**config.mk**
```make
export PLATFORM = sky130hd
export DESIGN_NAME = ilseq_top
export DESIGN_NICKNAME = d
export VERILOG_FILES = /design/src/hw/ilseq_pkg.sv /design/src/hw/ilseq_top.sv
export SDC_FILE = /design/constraint.sdc
export NUM_CORES = 1
export LEC_CHECK = 0
export ABC_CLOCK_PERIOD_IN_PS = 7560
export BUFFER_PORTS_ARGS = -buffer_cell sky130_fd_sc_hd__buf_2
export CORE_UTILIZATION = 30
export CTS_BUF_LIST = sky130_fd_sc_hd__clkbuf_16
export DETAILED_ROUTE_END_ITERATION = 6
export PLACE_DENSITY_LB_ADDON = 0.1
export SKIP_CTS_REPAIR_TIMING = 1
export SYNTH_ARGS = -nofsm -noshare
export SYNTH_HDL_FRONTEND = slang
export SYNTH_SLANG_ARGS = --single-unit
```
**constraint.sdc**
```tcl
create_clock -name clk -period 7.56 [get_ports clk]
set_input_delay 1.512 -clock clk [delete_from_list [all_inputs] [get_ports clk]]
set_output_delay 1.512 -clock clk [all_outputs]
set_load 0.01 [all_outputs]
```
**src/hw/ilseq_pkg.sv**
```systemverilog
// shared constants and carriers for the indicator lamp sequencer
// assumes a 100 MHz system clock; all lamp timing derives from a 1 ms tick
package ilseq_pkg;

   // ****************************************************************
   // timebase
   // ****************************************************************
   localparam int CLK_PERIOD_NS = 10;
   localparam int TICK_PERIOD_MS = 1;
   localparam int TICK_CYCLES = (TICK_PERIOD_MS * 1000000) / CLK_PERIOD_NS;

   // ****************************************************************
   // pattern phase lengths in milliseconds
   // ****************************************************************
   localparam logic [10:0] T_200MS = 11'd200;
   localparam logic [10:0] T_300MS = 11'd300;
   localparam logic [10:0] T_500MS = 11'd500;
   localparam logic [10:0] T_1S = 11'd1000;

   // ****************************************************************
   // fieldbus slave states and lamp patterns
   // ****************************************************************
   typedef enum logic [1:0] {
      ILSEQ_INIT,
      ILSEQ_PRE_OPERATIONAL,
      ILSEQ_SAFE_OPERATIONAL,
      ILSEQ_OPERATIONAL
   } ilseq_bus_state_t;

   typedef enum logic [2:0] {
      ILSEQ_PAT_OFF,
      ILSEQ_PAT_ON,
      ILSEQ_PAT_BLINK_200,
      ILSEQ_PAT_SINGLE_FLASH,
      ILSEQ_PAT_DOUBLE_FLASH,
      ILSEQ_PAT_BLINK_300,
      ILSEQ_PAT_BLINK_500,
      ILSEQ_PAT_BLINK_1S
   } ilseq_pattern_t;

   // fault sources, index order is also the order of raising ties
   localparam int NUM_FAULTS = 7;
   localparam int F_TRANSITION = 0;
   localparam int F_RESYNC = 1;
   localparam int F_WATCHDOG = 2;
   localparam int F_FLASH_CSUM = 3;
   localparam int F_SENSOR = 4;
   localparam int F_DIG_OUT = 5;
   localparam int F_ANA_OUT = 6;

   // fault flags as they arrive from firmware and monitors
   typedef struct packed {
      logic transition_refused;
      logic resync_fault;
      logic watchdog_enabled;
      logic watchdog_timeout;
      logic flash_checksum_fail;
      logic sensor_defect;
      logic value_saturated;
      logic six_axis_overload;
      logic dout_driven_high;
      logic dout_at_ground;
      logic dout_driven_low;
      logic dout_above_3v;
      logic current_output_open;
      logic ana_driver_hot;
   } ilseq_faults_t;

   // lamp drives
   typedef struct packed {
      logic power_lamp;
      logic run_state_lamp;
      logic error_lamp;
      logic [1:0] bus_port_lamp;
   } ilseq_lamps_t;

endpackage : ilseq_pkg

```
**src/hw/ilseq_top.sv**
```systemverilog
// indicator lamp sequencer: power, run-state, error and bus-port lamps
// assumes all state and fault inputs are synchronous to clk, except the
// mode button and the two link activity pins, which are synchronised here
//
// Overview of operation
// - per bus state, power lamp on in init only; run lamp off/200ms blink/flash/on
// - bootloader active without bus: power lamp 300ms blink, run lamp off
// - refused state transition: error lamp blinks 200ms on/off, priority 1
// - resync drop to safe-operational fault: 200ms flash then 1s dark, priority 1
// - watchdog timeout when enabled: double 200ms flash then 1s dark, priority 1
// - sensor defect, saturation or six-axis overload: error lamp steady, priority 2
// - digital output short: error lamp blinks 500ms on/off, priority 3
// - open current output or hot analog driver: 1s on/off blink, priority 4
// - flash checksum failure in update: error lamp steady, priority 1
// - run lamp driven only on industrial ethernet variants
// - bus-port lamps show link activity or bus switched on, per variant
// - mode button clears latched fault indications no longer present
`timescale 1ns/100ps
module ilseq_top
   import ilseq_pkg::*;
#(
   parameter int TICK_COUNT = TICK_CYCLES
) (
   input wire logic clk,
   input wire logic reset,
   input wire logic has_ethernet_bus,
   input wire logic has_can_bus,
   input wire logic can_bus_enabled,
   input wire logic [1:0] link_activity,
   input wire logic bootloader_active,
   input wire ilseq_bus_state_t bus_state,
   input wire ilseq_faults_t faults,
   input wire logic mode_button,
   output ilseq_lamps_t lamps
);

   // ****************************************************************
   // state
   // ****************************************************************
   typedef struct packed {
      logic [16:0] tick_div;
      logic [1:0] btn_meta;
      logic [1:0] btn_sync;
      logic [1:0] link_meta;
      logic [1:0] link_sync;
      logic [NUM_FAULTS-1:0] latched;
      logic [2:0] shown;
      logic shown_valid;
      ilseq_pattern_t err_pat;
      logic [11:0] err_ms;
      ilseq_pattern_t run_pat;
      logic [11:0] run_ms;
      ilseq_pattern_t pwr_pat;
      logic [11:0] pwr_ms;
      ilseq_lamps_t lamps;
   } ilseq_state_t;

   ilseq_state_t st;
   ilseq_state_t next_st;

   // priority of each fault source, smaller shows first
   function automatic logic [2:0] fault_prio(input logic [2:0] idx);
      unique case (idx)
         3'h4: fault_prio = 3'h2;
         3'h5: fault_prio = 3'h3;
         3'h6: fault_prio = 3'h4;
         default: fault_prio = 3'h1;
      endcase
   endfunction : fault_prio

   // lamp pattern of each fault source
   function automatic ilseq_pattern_t fault_pattern(input logic [2:0] idx);
      unique case (idx)
         3'h0: fault_pattern = ILSEQ_PAT_BLINK_200;
         3'h1: fault_pattern = ILSEQ_PAT_SINGLE_FLASH;
         3'h2: fault_pattern = ILSEQ_PAT_DOUBLE_FLASH;
         3'h5: fault_pattern = ILSEQ_PAT_BLINK_500;
         3'h6: fault_pattern = ILSEQ_PAT_BLINK_1S;
         default: fault_pattern = ILSEQ_PAT_ON;
      endcase
   endfunction : fault_pattern

   // lamp level at millisecond position ms of pattern p
   function automatic logic pattern_level(input ilseq_pattern_t p, input logic [11:0] ms);
      unique case (p)
         ILSEQ_PAT_OFF: pattern_level = 1'b0;
         ILSEQ_PAT_ON: pattern_level = 1'b1;
         ILSEQ_PAT_BLINK_200: pattern_level = ms < {1'b0, T_200MS};
         ILSEQ_PAT_SINGLE_FLASH: pattern_level = ms < {1'b0, T_200MS};
         ILSEQ_PAT_DOUBLE_FLASH: pattern_level = (ms < {1'b0, T_200MS}) ||
            (ms >= {1'b0, T_200MS} + {1'b0, T_200MS} && ms < 12'd3 * {1'b0, T_200MS});
         ILSEQ_PAT_BLINK_300: pattern_level = ms < {1'b0, T_300MS};
         ILSEQ_PAT_BLINK_500: pattern_level = ms < {1'b0, T_500MS};
         ILSEQ_PAT_BLINK_1S: pattern_level = ms < {1'b0, T_1S};
      endcase
   endfunction : pattern_level

   // length of one whole period of pattern p in milliseconds
   function automatic logic [11:0] pattern_period(input ilseq_pattern_t p);
      unique case (p)
         ILSEQ_PAT_BLINK_200: pattern_period = {1'b0, T_200MS} + {1'b0, T_200MS};
         ILSEQ_PAT_SINGLE_FLASH: pattern_period = {1'b0, T_200MS} + {1'b0, T_1S};
         ILSEQ_PAT_DOUBLE_FLASH: pattern_period = 12'd3 * {1'b0, T_200MS} + {1'b0, T_1S};
         ILSEQ_PAT_BLINK_300: pattern_period = {1'b0, T_300MS} + {1'b0, T_300MS};
         ILSEQ_PAT_BLINK_500: pattern_period = {1'b0, T_500MS} + {1'b0, T_500MS};
         ILSEQ_PAT_BLINK_1S: pattern_period = {1'b0, T_1S} + {1'b0, T_1S};
         default: pattern_period = 12'h001;
      endcase
   endfunction : pattern_period

   // advance a pattern position; restart at zero when the pattern changes
   function automatic logic [11:0] advance(input ilseq_pattern_t old_p,
                                           input ilseq_pattern_t new_p,
                                           input logic [11:0] ms,
                                           input logic tick);
      if (old_p != new_p) begin
         advance = 12'h000;
      end else if (!tick) begin
         advance = ms;
      end else if (ms + 12'h001 >= pattern_period(new_p)) begin
         advance = 12'h000;
      end else begin
         advance = ms + 12'h001;
      end
   endfunction : advance

   // ****************************************************************
   // next-state logic
   // ****************************************************************
   logic [NUM_FAULTS-1:0] present;
   logic tick;
   logic [2:0] best;
   logic best_valid;
   ilseq_pattern_t next_run;
   ilseq_pattern_t next_pwr;
   ilseq_pattern_t next_err;

   always_comb begin
      next_st = st;
      present = '0;
      best = 3'h0;
      best_valid = 1'b0;
      next_run = ILSEQ_PAT_OFF;
      next_pwr = ILSEQ_PAT_OFF;
      next_err = ILSEQ_PAT_OFF;

      // millisecond timebase
      tick = (st.tick_div == 17'(TICK_COUNT - 1));
      next_st.tick_div = tick ? 17'h00000 : st.tick_div + 17'h00001;

      // two-stage synchronisers for the pin inputs
      next_st.btn_meta = {st.btn_meta[0], mode_button};
      next_st.btn_sync = {st.btn_sync[0], st.btn_meta[1]};
      next_st.link_meta = link_activity;
      next_st.link_sync = st.link_meta;

      // fault conditions as currently present
      present[F_TRANSITION] = faults.transition_refused;
      present[F_RESYNC] = faults.resync_fault;
      present[F_WATCHDOG] = faults.watchdog_enabled && faults.watchdog_timeout;
      present[F_FLASH_CSUM] = faults.flash_checksum_fail;
      present[F_SENSOR] = faults.sensor_defect || faults.value_saturated ||
                          faults.six_axis_overload;
      present[F_DIG_OUT] = (faults.dout_driven_high && faults.dout_at_ground) ||
                           (faults.dout_driven_low && faults.dout_above_3v);
      present[F_ANA_OUT] = faults.current_output_open || faults.ana_driver_hot;

      // latch faults; a button press drops only those gone, and a new fault wins
      if (st.btn_sync[0] && !st.btn_sync[1]) begin
         next_st.latched = present;
      end else begin
         next_st.latched = st.latched | present;
      end

      // pick the winner; a shown fault holds against equal priorities
      for (int i = NUM_FAULTS - 1; i >= 0; i--) begin
         if (next_st.latched[i] &&
             (!best_valid || fault_prio(3'(i)) <= fault_prio(best))) begin
            best = 3'(i);
            best_valid = 1'b1;
         end
      end
      if (st.shown_valid && next_st.latched[st.shown] &&
          (!best_valid || fault_prio(st.shown) <= fault_prio(best))) begin
         best = st.shown;
      end
      next_st.shown = best;
      next_st.shown_valid = best_valid;
      if (best_valid) begin
         next_err = fault_pattern(best);
      end

      // power and run-state lamps follow bus state or bootloader
      if (bootloader_active) begin
         next_pwr = ILSEQ_PAT_BLINK_300;
      end else begin
         unique case (bus_state)
            ILSEQ_INIT: next_pwr = ILSEQ_PAT_ON;
            ILSEQ_PRE_OPERATIONAL: next_run = ILSEQ_PAT_BLINK_200;
            ILSEQ_SAFE_OPERATIONAL: next_run = ILSEQ_PAT_SINGLE_FLASH;
            ILSEQ_OPERATIONAL: next_run = ILSEQ_PAT_ON;
         endcase
      end
      if (!has_ethernet_bus) begin
         next_run = ILSEQ_PAT_OFF;
      end

      // pattern positions
      next_st.err_ms = advance(st.err_pat, next_err, st.err_ms, tick);
      next_st.run_ms = advance(st.run_pat, next_run, st.run_ms, tick);
      next_st.pwr_ms = advance(st.pwr_pat, next_pwr, st.pwr_ms, tick);
      next_st.err_pat = next_err;
      next_st.run_pat = next_run;
      next_st.pwr_pat = next_pwr;

      // registered lamp drives
      next_st.lamps.error_lamp = pattern_level(next_err, next_st.err_ms);
      next_st.lamps.run_state_lamp = pattern_level(next_run, next_st.run_ms);
      next_st.lamps.power_lamp = pattern_level(next_pwr, next_st.pwr_ms);
      if (has_ethernet_bus) begin
         next_st.lamps.bus_port_lamp = st.link_sync;
      end else if (has_can_bus) begin
         next_st.lamps.bus_port_lamp = {2{can_bus_enabled}};
      end else begin
         next_st.lamps.bus_port_lamp = 2'h0;
      end
   end

   // ****************************************************************
   // state register
   // ****************************************************************
   // one register for all state keeps reset handling in one place
   always_ff @(posedge clk or posedge reset) begin
      if (reset) begin
         st <= '0;
      end else begin
         st <= next_st;
      end
   end

   assign lamps = st.lamps;

endmodule : ilseq_top

```
==> impl_metrics.csv, run 1 <==
group,metric,value,unit
run_status,outcome,"finished clean",
setup_path,r2r_slack,1.03,ns
cells_and_area,multi_input_area,3190,sq um
detailed_routing,top_layer,"met4",
synth,ys_async_sr_fraction,100,%
setup_path,crit_path_max_incr_delay,0.46,ns
clock_tree,clock_sinks,84,
timing,slew-limit-headroom,37.8,%
placement,gp_congestion,0.847,
die,fp.dieW,137,um
setup_path,endpoint,"lamps[2]$_DFF_PP0_",
synth,synth_edf_count,0,
timing,setup_viol,0,
detailed_routing,wl_met3,464,um
global_route,grt_pass1_wl,22.3,mm
synth,syn_nets,671,
detailed_routing,drt_pass1_iterations,6,
placement,dp_hpwl,9.69,mm
detailed_routing,routedWlPerCell,14.9,um
timing,finalCriticalPeriod,7.21,ns
cells_and_area,utilization,37.0,%
setup_path,r2r.worst_path.cells,33,
placement,port_buffers,29,
power_and_ir_drop,total_power,1.54,mW
setup_path,crit_path_end_kind,"flop",
placement,place_area,6030,sq um
clock_tree,cts_max_level,3,
synth,synth_compound_area_share,18.2,%
setup_path,required,7.77,ns
setup_path,criticalPathCategory,"in2reg",
cells_and_area,fin_cells,897,
timing,worstMarginPinSlew,0.933,ns
cells_and_area,fin_nets,724,
power_and_ir_drop,powerDensity,237,nW/um^2
synth,yosysSeqAreaShare,38.6,%
timing,clock_skew,0.00618,ns
synth,synth_cell_types,71,
cells_and_area,ff_latch_area,2100,sq um
setup_path,worstPathMaxFanout,7,
synth,synth.top_cell.area_share,38.6,%
cells_and_area,insertedDiodeCount,0,
synth,synth_top_family_by_area,"simple AND/OR/NAND/NOR gates",
die,die_area,18700,sq um
detailed_routing,wl,13.3,mm
die,num_rows,48,
detailed_routing,drtAntennaViolNets,0,
global_route,grt_max_degree,71,
setup_path,startpoint_type,"input port",
die,chipHeight,137,um
setup_path,r2r_end,"lamps[2]$_DFF_PP0_",
synth,synthCells,614,
cells_and_area,final_area,6490,sq um
setup_path,crit_top_cell,"buf_4",
global_route,gr-usage-all-layers,15.4,%
timing,hold_violations,0,
detailed_routing,drt-vias-per-instance,5.22,
setup_path,crit_path_start,"faults[11]",
detailed_routing,dr_wl_met2,6.37,mm
timing,timing.hold.ws,0.347,ns
global_route,antenna_found_initial,0,
synth,synthXorXnorAreaFrac,7.07,%
setup_path,critPathSlowestCell,"or3b_2",
job,maxCapViolCount,0,
cells_and_area,drive_gt1_share,18.3,%
setup_path,reg2reg_from,"st[66]$_DFF_PP0_",
clock_tree,tritoncts,"built",
timing,drv_slew,0,
synth,synth_area_leaders,"dfrtp_1, ha_1, nand2_1, xor2_1, nor2_1",
synth,syn_avg_cell_area,8.87,sq um
detailed_routing,drtIter0Drc,227,
synth,ys_warn_count,0,
placement,place_inst,878,
clock_tree,clkLatencyLatePin,0.34,ns
detailed_routing,wl_met1,6.29,mm
power_and_ir_drop,cellLeakagePower,2.92,nW
synth,synth.cell_area,5450,sq um
clock_tree,clk_pin_slew,0.06,ns
cells_and_area,area_delta_synth_final,19.1,%
synth,ys_seq_elements,84,
clock_tree,root_buffer,"clkbuf_16",
setup_path,arrival,7.42,ns
global_route,grt_overflow,0,
clock_tree,cts_made_buffers,9,
synth,synthAdderAreaFrac,7.35,%
min_path,hp-class,"reg2reg",
synth,synth.mux.area_fraction,1.61,%
synth,synthSimpleGateAreaFrac,22.1,%
detailed_routing,vias,4682,
die,boundaryPins,30,
synth,synth_area_leader_cell,"dfrtp_1",
timing,period_share,95.4,%
die,start_util,31.1,%
global_route,grt_pass1_vias,4557,
clock_tree,cts.path.max_buffers,2,
cells_and_area,fillCellCount,1837,
power_and_ir_drop,vdd_drop_max,0.159,mV
detailed_routing,drc,0,
die,coreArea,17500,sq um
synth,synth_top_flop_cell,"dfrtp_1",
timing,fmax,139,MHz
==> critical path, delay by kind of cell <==
family / cells / cell delay [ns]
mux: 3 / 0.70
compound gates: 12 / 1.70
simple gates: 9 / 2.07
buf+inv: 6 / 0.76
fa+ha+maj: 3 / 0.67
==> registers in the layout, indices dropped and copies added (netlist names) <==
signal   cells
next_st      5
st          74
lamps        5
==> cells in the final DEF (no fill, tap or decap), types with 5 or more instances in the layout <==
cell type	instances
buf_4	41
nand2b_1	5
nor3_1	14
nor2_1	48
buf_2	29
a21o_1	10
o22ai_1	5
clkbuf_16	9
nor4_1	5
o211ai_1	7
inv_1	32
xor2_1	23
ha_1	29
nand4_1	10
nand3_1	32
and2_1	7
a21oi_1	25
a22oi_1	7
or3_1	8
a31oi_1	5
nor2b_1	7
o21ai_0	33
and3_1	12
xnor2_1	21
o31ai_1	6
nand2_1	56
dfrtp_1	84
or2_2	6
==> routing by layer <==
layer	up-vias	GRT usage, %
met5	-	0
met4	0	4.57
met3	16	3.04
met2	98	25.1
met1	2268	20.5
li1	2300	-
==> per-stage QoR <==
step	setup TNS, ns	worst slack, ns
finish	0	0.347
global route	-0.00631	-0.00631
CTS	0	0.191
detailed placement	-0.162	-0.162
global placement	-0.103	-0.103
floorplan	0	0.0117
==> cells in the mapped netlist, types with 5 or more instances <==
library cell,number
dfrtp_1,84
nand2_1,56
nor2_1,50
o21ai_0,36
inv_1,34
ha_1,32
nand3_1,32
a21oi_1,28
xor2_1,23
xnor2_1,21
clkbuf_1,17
nor3_1,15
and3_1,12
a21o_1,10
nand4_1,10
a22oi_1,8
or3_1,8
and2_1,7
nor2b_1,7
o211ai_1,7
o31ai_1,7
or2_2,6
a31oi_1,5
buf_4,5
nand2b_1,5
nor4_1,5
o22ai_1,5
==> kinds of logic (layout without fill, tap and decap cells) <==
family,Yosys count,after routing
AND/OR/NAND/NOR,236,236
buffers and inverters,63,121
XOR/XNOR,44,44
other,1,1
AO/OA/AOI/OAI,147,147
multiplexers,7,7
flip-flops,84,84
adder cells (fa/ha/maj),32,32
==> worst min-delay path by stage <==
stage	end	start	depth (start not counted)
after CTS	st[61]$_DFF_PP0_	next_st[61]$_DFF_PP0_	0
final	st[61]$_DFF_PP0_	next_st[61]$_DFF_PP0_	0
after global placement	st[61]$_DFF_PP0_	next_st[61]$_DFF_PP0_	0
after floorplan	next_st[65]$_DFF_PP0_	next_st[68]$_DFF_PP0_	0
after global routing	st[61]$_DFF_PP0_	next_st[61]$_DFF_PP0_	0
after detailed placement	st[61]$_DFF_PP0_	next_st[61]$_DFF_PP0_	0
==> layout make-up <==
class | count | area share, %
repair buffers | 71 | 7.16
clock buffers | 9 | 3.47
inverters | 34 | 1.99
clock inverters | 7 | 1.43
well taps | 225 | 4.34
flip-flops and latches | 84 | 32.4
multi-input cells | 467 | 49.2
==> power by group <==
part	leakage, nW	switching, mW	internal, mW
clock network	0.154	0.186	0.288
registers	1.08	0.0223	0.472
logic	1.68	0.315	0.252
total	2.92	0.522	1.01
No activity file was read; power rests on OpenSTA's default activity.
==> inputs of run 2 (changes only) <==
--- a/config.mk
+++ b/config.mk
@@ -11,6 +11,7 @@
 export CTS_BUF_LIST = sky130_fd_sc_hd__clkbuf_16
 export DETAILED_ROUTE_END_ITERATION = 6
 export PLACE_DENSITY_LB_ADDON = 0.1
+export RECOVER_POWER = 50
 export SKIP_CTS_REPAIR_TIMING = 1
 export SYNTH_ARGS = -nofsm -noshare
 export SYNTH_HDL_FRONTEND = slang
==> impl_metrics.csv, run 2 (synthesized netlist as in run 1, its figures left out) <==
group,metric,value,unit
die,chipHeight,137,um
timing,worstMarginPinSlew,3.94,ns
timing,setup_viol,0,
placement,port_buffers,29,
timing,hold_violations,0,
setup_path,criticalPathCategory,"in2reg",
placement,gp_congestion,0.847,
clock_tree,tritoncts,"built",
clock_tree,cts_made_buffers,9,
cells_and_area,top_register,"st",
power_and_ir_drop,total_power,1.54,mW
detailed_routing,drtIter0Drc,243,
detailed_routing,drc,0,
setup_path,r2r.worst_path.cells,33,
global_route,grt_pass1_wl,22.3,mm
cells_and_area,layout_commonest_cell,"dfrtp_1",
setup_path,crit_path_start,"faults[11]",
job,maxCapViolCount,1,
detailed_routing,drtAntennaViolNets,0,
setup_path,reg2reg_from,"st[66]$_DFF_PP0_",
detailed_routing,drt_pass1_iterations,5,
global_route,gr-usage-all-layers,15.4,%
detailed_routing,routedWlPerCell,14.9,um
min_path,hp-class,"reg2reg",
clock_tree,cts_max_level,3,
die,coreArea,17500,sq um
die,start_util,31.1,%
cells_and_area,drive_gt1_share,16.2,%
run_status,outcome,"finished with violations",
clock_tree,clock_sinks,84,
min_path,min_path_cells,0,
setup_path,crit_top_cell,"buf_4",
clock_tree,clk_pin_slew,0.06,ns
cells_and_area,final_cell_mix,"dfrtp_1, nand2_1, nor2_1",
die,fp.dieW,137,um
setup_path,r2r_slack,1.04,ns
setup_path,required,7.77,ns
detailed_routing,vias,4688,
setup_path,r2r_end,"lamps[2]$_DFF_PP0_",
timing,finalCriticalPeriod,7.20,ns
power_and_ir_drop,vdd_drop_max,0.160,mV
timing,fmax,139,MHz
setup_path,crit_path_end_kind,"flop",
setup_path,endpoint,"lamps[2]$_DFF_PP0_",
setup_path,startpoint_type,"input port",
setup_path,worstPathMaxFanout,7,
cells_and_area,insertedDiodeCount,0,
placement,dp_hpwl,9.69,mm
global_route,grt_overflow,0,
global_route,grt_max_degree,71,
placement,place_ws,-0.162,ns
run_status,failed_checks,"capacitance limit, slew limit",
timing,slew-limit-headroom,-162,%
die,num_rows,48,
global_route,grt_pass1_vias,4557,
setup_path,crit_path_max_incr_delay,0.46,ns
clock_tree,clkLatencyLatePin,0.34,ns
cells_and_area,fin_nets,724,
clock_tree,root_buffer,"clkbuf_16",
timing,worst_slack,0.359,ns
global_route,antenna_found_initial,0,
detailed_routing,wl,13.4,mm
die,boundaryPins,30,
timing,period_share,95.2,%
setup_path,critPathSlowestCell,"or3b_2",
setup_path,arrival,7.41,ns
power_and_ir_drop,powerDensity,238,nW/um^2
detailed_routing,drt-vias-per-instance,5.23,
timing,clock_skew,0.00627,ns
power_and_ir_drop,cellLeakagePower,2.87,nW
cells_and_area,area_delta_synth_final,18.6,%
cells_and_area,largest_reg_flops,74,
clock_tree,cts.path.max_buffers,2,
timing,drv_slew,71,
die,die_area,18700,sq um
==> run 2: cell count changes in the layout (fill, tap and decap cells not counted) <==
| cell | change |
|---|---|
| buf_2 | -10 |
| clkinvlp_2 | +1 |
| clkinv_2 | -1 |
| clkbuf_1 | +14 |
| buf_4 | -4 |
==> run 2: worst min path at each step <==
stage / startpoint / end / slack [ns]
after floorplan: next_st[68]$_DFF_PP0_ / next_st[65]$_DFF_PP0_ / 0.33
after CTS: next_st[61]$_DFF_PP0_ / st[61]$_DFF_PP0_ / 0.35
after global placement: next_st[61]$_DFF_PP0_ / st[61]$_DFF_PP0_ / 0.34
final: next_st[61]$_DFF_PP0_ / st[61]$_DFF_PP0_ / 0.35
after global routing: next_st[61]$_DFF_PP0_ / st[61]$_DFF_PP0_ / 0.36
after detailed placement: next_st[61]$_DFF_PP0_ / st[61]$_DFF_PP0_ / 0.34
==> run 2: final cells by class <==
class / count / area [sq um]
clock inverters: 7 / 92.6
inverters: 34 / 129
flip-flops and latches: 84 / 2100
multi-input cells: 467 / 3190
well taps: 225 / 282
repair buffers: 71 / 437
clock buffers: 9 / 225
fillers: 1841 / 11100
==> run 2: worst max-delay path, delay by kind of cell <==
kind                       cells  cell delay [ns]
muxes                          3             0.70
adders and majority gates      3             0.67
buffers and inverters          6             0.76
and+or+nand+nor                9             2.07
AOI/OAI and AO/OA             12             1.70
==> run 2: power by group <==
part | switching, mW | internal, mW
Sequential | 0.0224 | 0.473
Clock | 0.186 | 0.288
Combinational | 0.315 | 0.251
==> run 2: layer usage <==
metal | wire [um] | part of all wire (%) | global-route usage (%) | vias to the layer above
li1 | - | - | - | 2302
met1 | 6360 | 47 | 20.5 | 2277
met2 | 6370 | 48 | 25.1 | 93
met3 | 439 | 3.3 | 3.04 | 16
met4 | 223 | 1.7 | 4.57 | 0
met5 | 0 | 0 | 0 | -
==> run 2: metrics by stage <==
| stage | cells | setup TNS [ns] | hold slack, ns | cell area (sq um) | utilization [%] |
|---|---|---|---|---|---|
| floorplan | 614 | 0 | 0.331 | 5470 | - |
| global placement | 878 | -0.103 | 0.337 | 6030 | 34.4 |
| detailed placement | 878 | -0.162 | 0.336 | 6030 | 34.4 |
| CTS | 894 | 0 | 0.352 | 6350 | 36.2 |
| global route | 897 | -0.00631 | 0.357 | 6460 | 36.8 |
| finish | 897 | 0 | 0.347 | 6460 | 36.8 |
==> inputs of run 3 (changes only) <==
--- a/config.mk
+++ b/config.mk
@@ -5,6 +5,7 @@
 export SDC_FILE = /design/constraint.sdc
 export NUM_CORES = 1
 export LEC_CHECK = 0
+export ABC_AREA = 1
 export ABC_CLOCK_PERIOD_IN_PS = 7560
 export BUFFER_PORTS_ARGS = -buffer_cell sky130_fd_sc_hd__buf_2
 export CORE_UTILIZATION = 30
==> impl_metrics.csv, run 3 <==
group,metric,value,unit
setup_path,crit_top_cell,"nand2_1",
clock_tree,cts.path.max_buffers,2,
placement,gp_congestion,0.855,
clock_tree,tritoncts,"built",
timing,slew-limit-headroom,-198,%
cells_and_area,fillCellCount,1917,
synth,synth_most_common_cell,"nand2_1",
timing,finalCriticalPeriod,6.77,ns
synth,synth.top_cell.area_share,37.7,%
timing,worstMarginPinSlew,4.47,ns
cells_and_area,layout_commonest_cell,"nand2_1",
placement,dp_hpwl,9.25,mm
clock_tree,cts_made_buffers,9,
power_and_ir_drop,powerDensity,255,nW/um^2
timing,drv_slew,80,
timing,hold_violations,0,
timing,clock_skew,0.00929,ns
detailed_routing,drt_pass1_iterations,7,
synth,synth_top_flop_cell,"dfrtp_1",
setup_path,r2r_end,"lamps[2]$_DFF_PP0_",
clock_tree,cts_max_level,3,
die,chipHeight,138,um
setup_path,reg2reg_from,"st[66]$_DFF_PP0_",
die,num_rows,49,
synth,synth_area_leader_cell,"dfrtp_1",
setup_path,required,7.79,ns
global_route,gr-usage-all-layers,13.7,%
detailed_routing,drc,9,
synth,yosysSeqAreaShare,37.7,%
synth,ys_seq_elements,84,
job,maxCapViolCount,1,
global_route,grt_max_degree,80,
synth,synth_edf_count,0,
power_and_ir_drop,cellLeakagePower,3.14,nW
timing,tns,0,ns
setup_path,crit_path_max_incr_delay,0.33,ns
min_path,hold_end,"st[62]$_DFF_PP0_",
setup_path,r2r_slack,1.51,ns
power_and_ir_drop,vdd_drop_max,0.137,mV
detailed_routing,drt-vias-per-instance,4.62,
placement,place_area,5960,sq um
placement,port_buffers,29,
synth,synth.cell_area,5580,sq um
cells_and_area,fin_cells,1011,
placement,place_inst,996,
timing,timing.hold.ws,0.354,ns
cells_and_area,final_area,6180,sq um
detailed_routing,wl,12.4,mm
clock_tree,clock_sinks,84,
cells_and_area,largest_reg_flops,74,
placement,place_ws,0.522,ns
setup_path,startpoint_type,"input port",
setup_path,critPathSlowestCell,"ha_1",
detailed_routing,vias,4675,
global_route,antenna_found_initial,0,
synth,syn_nets,805,
synth,ys_warn_count,0,
cells_and_area,insertedDiodeCount,0,
setup_path,worstPathMaxFanout,8,
timing,rsz0062_at_grt,"false",
synth,ys_async_sr_fraction,100,%
synth,syn_avg_cell_area,7.46,sq um
die,boundaryPins,30,
die,coreArea,18100,sq um
power_and_ir_drop,total_power,1.58,mW
cells_and_area,utilization,34.2,%
synth,synth_cell_types,47,
min_path,min_path_cells,0,
run_status,failed_checks,"DRC, capacitance limit, slew limit",
synth,synth_area_leaders,"dfrtp_1, nand2_1, inv_1, ha_1, nor2_1",
die,start_util,30.8,%
synth,synthCells,748,
die,fp.dieW,138,um
timing,fmax,148,MHz
clock_tree,root_buffer,"clkbuf_16",
cells_and_area,area_delta_synth_final,10.9,%
min_path,hp-class,"reg2reg",
min_path,hold_start,"next_st[62]$_DFF_PP0_",
cells_and_area,top_register,"st",
detailed_routing,routedWlPerCell,12.2,um
detailed_routing,drtAntennaViolNets,0,
synth,yosys-top-cells-count,"nand2_1, inv_1, nor2_1, dfrtp_1, nand3_1",
setup_path,crit_path_end_kind,"flop",
global_route,grt_pass1_wl,21.3,mm
global_route,grt_overflow,0,
timing,setup_viol,0,
clock_tree,clkLatencyLatePin,0.34,ns
timing,worst_slack,0.786,ns
cells_and_area,fin_nets,835,
clock_tree,clk_pin_slew,0.06,ns
cells_and_area,final_cell_mix,"nand2_1, inv_1, nor2_1",
run_status,outcome,"finished with violations",
timing,period_share,89.6,%
setup_path,criticalPathCategory,"in2reg",
cells_and_area,drive_gt1_share,9.21,%
detailed_routing,drtIter0Drc,247,
setup_path,arrival,7.01,ns
global_route,grt_pass1_vias,4643,
setup_path,r2r.worst_path.cells,43,
die,die_area,19100,sq um
-- run 3: cell count changes after synthesis, sizes merged, moves of 7 or more --
cell / previous run / this run
o21ai: 37 / 18
nor2: 50 / 96
inv: 34 / 144
xnor2: 21 / 4
a21o: 10 / 0
or3: 8 / 0
nand2: 56 / 180
and3: 12 / 1
clkbuf: 17 / 7
nand3: 32 / 52
and2: 7 / 0
nor2b: 7 / 0
-- run 3: cell type report --
class	count	area, sq um	share of cell area, %
Clock inverter	6	57.6	0.931
Inverter	145	546	8.82
Clock buffer	9	225	3.64
Sequential cell	84	2100	34.0
Tap cell	229	287	4.63
Timing Repair Buffer	32	146	2.37
Multi-Input combinational cell	506	2820	45.6
-- run 3: worst max path at each step --
| stage | startpoint | slack (ns) | to |
|---|---|---|---|
| after global routing | faults[12] | 0.30 | lamps[2]$_DFF_PP0_ |
| final | faults[12] | 0.79 | lamps[2]$_DFF_PP0_ |
| after global placement | faults[9] | 0.71 | lamps[2]$_DFF_PP0_ |
| after CTS | faults[9] | 0.86 | lamps[2]$_DFF_PP0_ |
| after detailed placement | faults[9] | 0.52 | lamps[2]$_DFF_PP0_ |
| after floorplan | faults[9] | 1.41 | lamps[2]$_DFF_PP0_ |
-- run 3: power breakdown --
group	switching, mW	internal, mW
Combinational	0.438	0.214
Sequential	0.0174	0.475
Clock	0.182	0.251
Total	0.637	0.941
-- run 3: routing by layer --
layer / track usage, % / vias up / share of wire [%]
met1: 17.5 / 2172 / 49
met3: 3.53 / 16 / 3.5
met5: 0 / - / 0
li1: - / 2426 / -
met4: 4.55 / 0 / 1.1
met2: 22.7 / 61 / 47
-- run 3: kinds of logic (layout without fill, tap and decap cells) --
family / after synthesis / after routing / share of synthesized area (%)
AO/OA/AOI/OAI: 84 / 84 / 9.92
XOR/XNOR: 24 / 24 / 3.77
adder cells (fa/ha/maj): 32 / 32 / 7.18
buffers and inverters: 158 / 192 / 11.1
flip-flops: 84 / 84 / 37.7
other: 1 / 1 / 0.0672
AND/OR/NAND/NOR: 365 / 365 / 30.3
-- run 3: worst max-delay path, delay by kind of cell --
kind	cells	cell delay, ns
compound gates	7	1.45
fa+ha+maj	3	0.82
simple gates	25	2.52
buf+inv	7	0.69
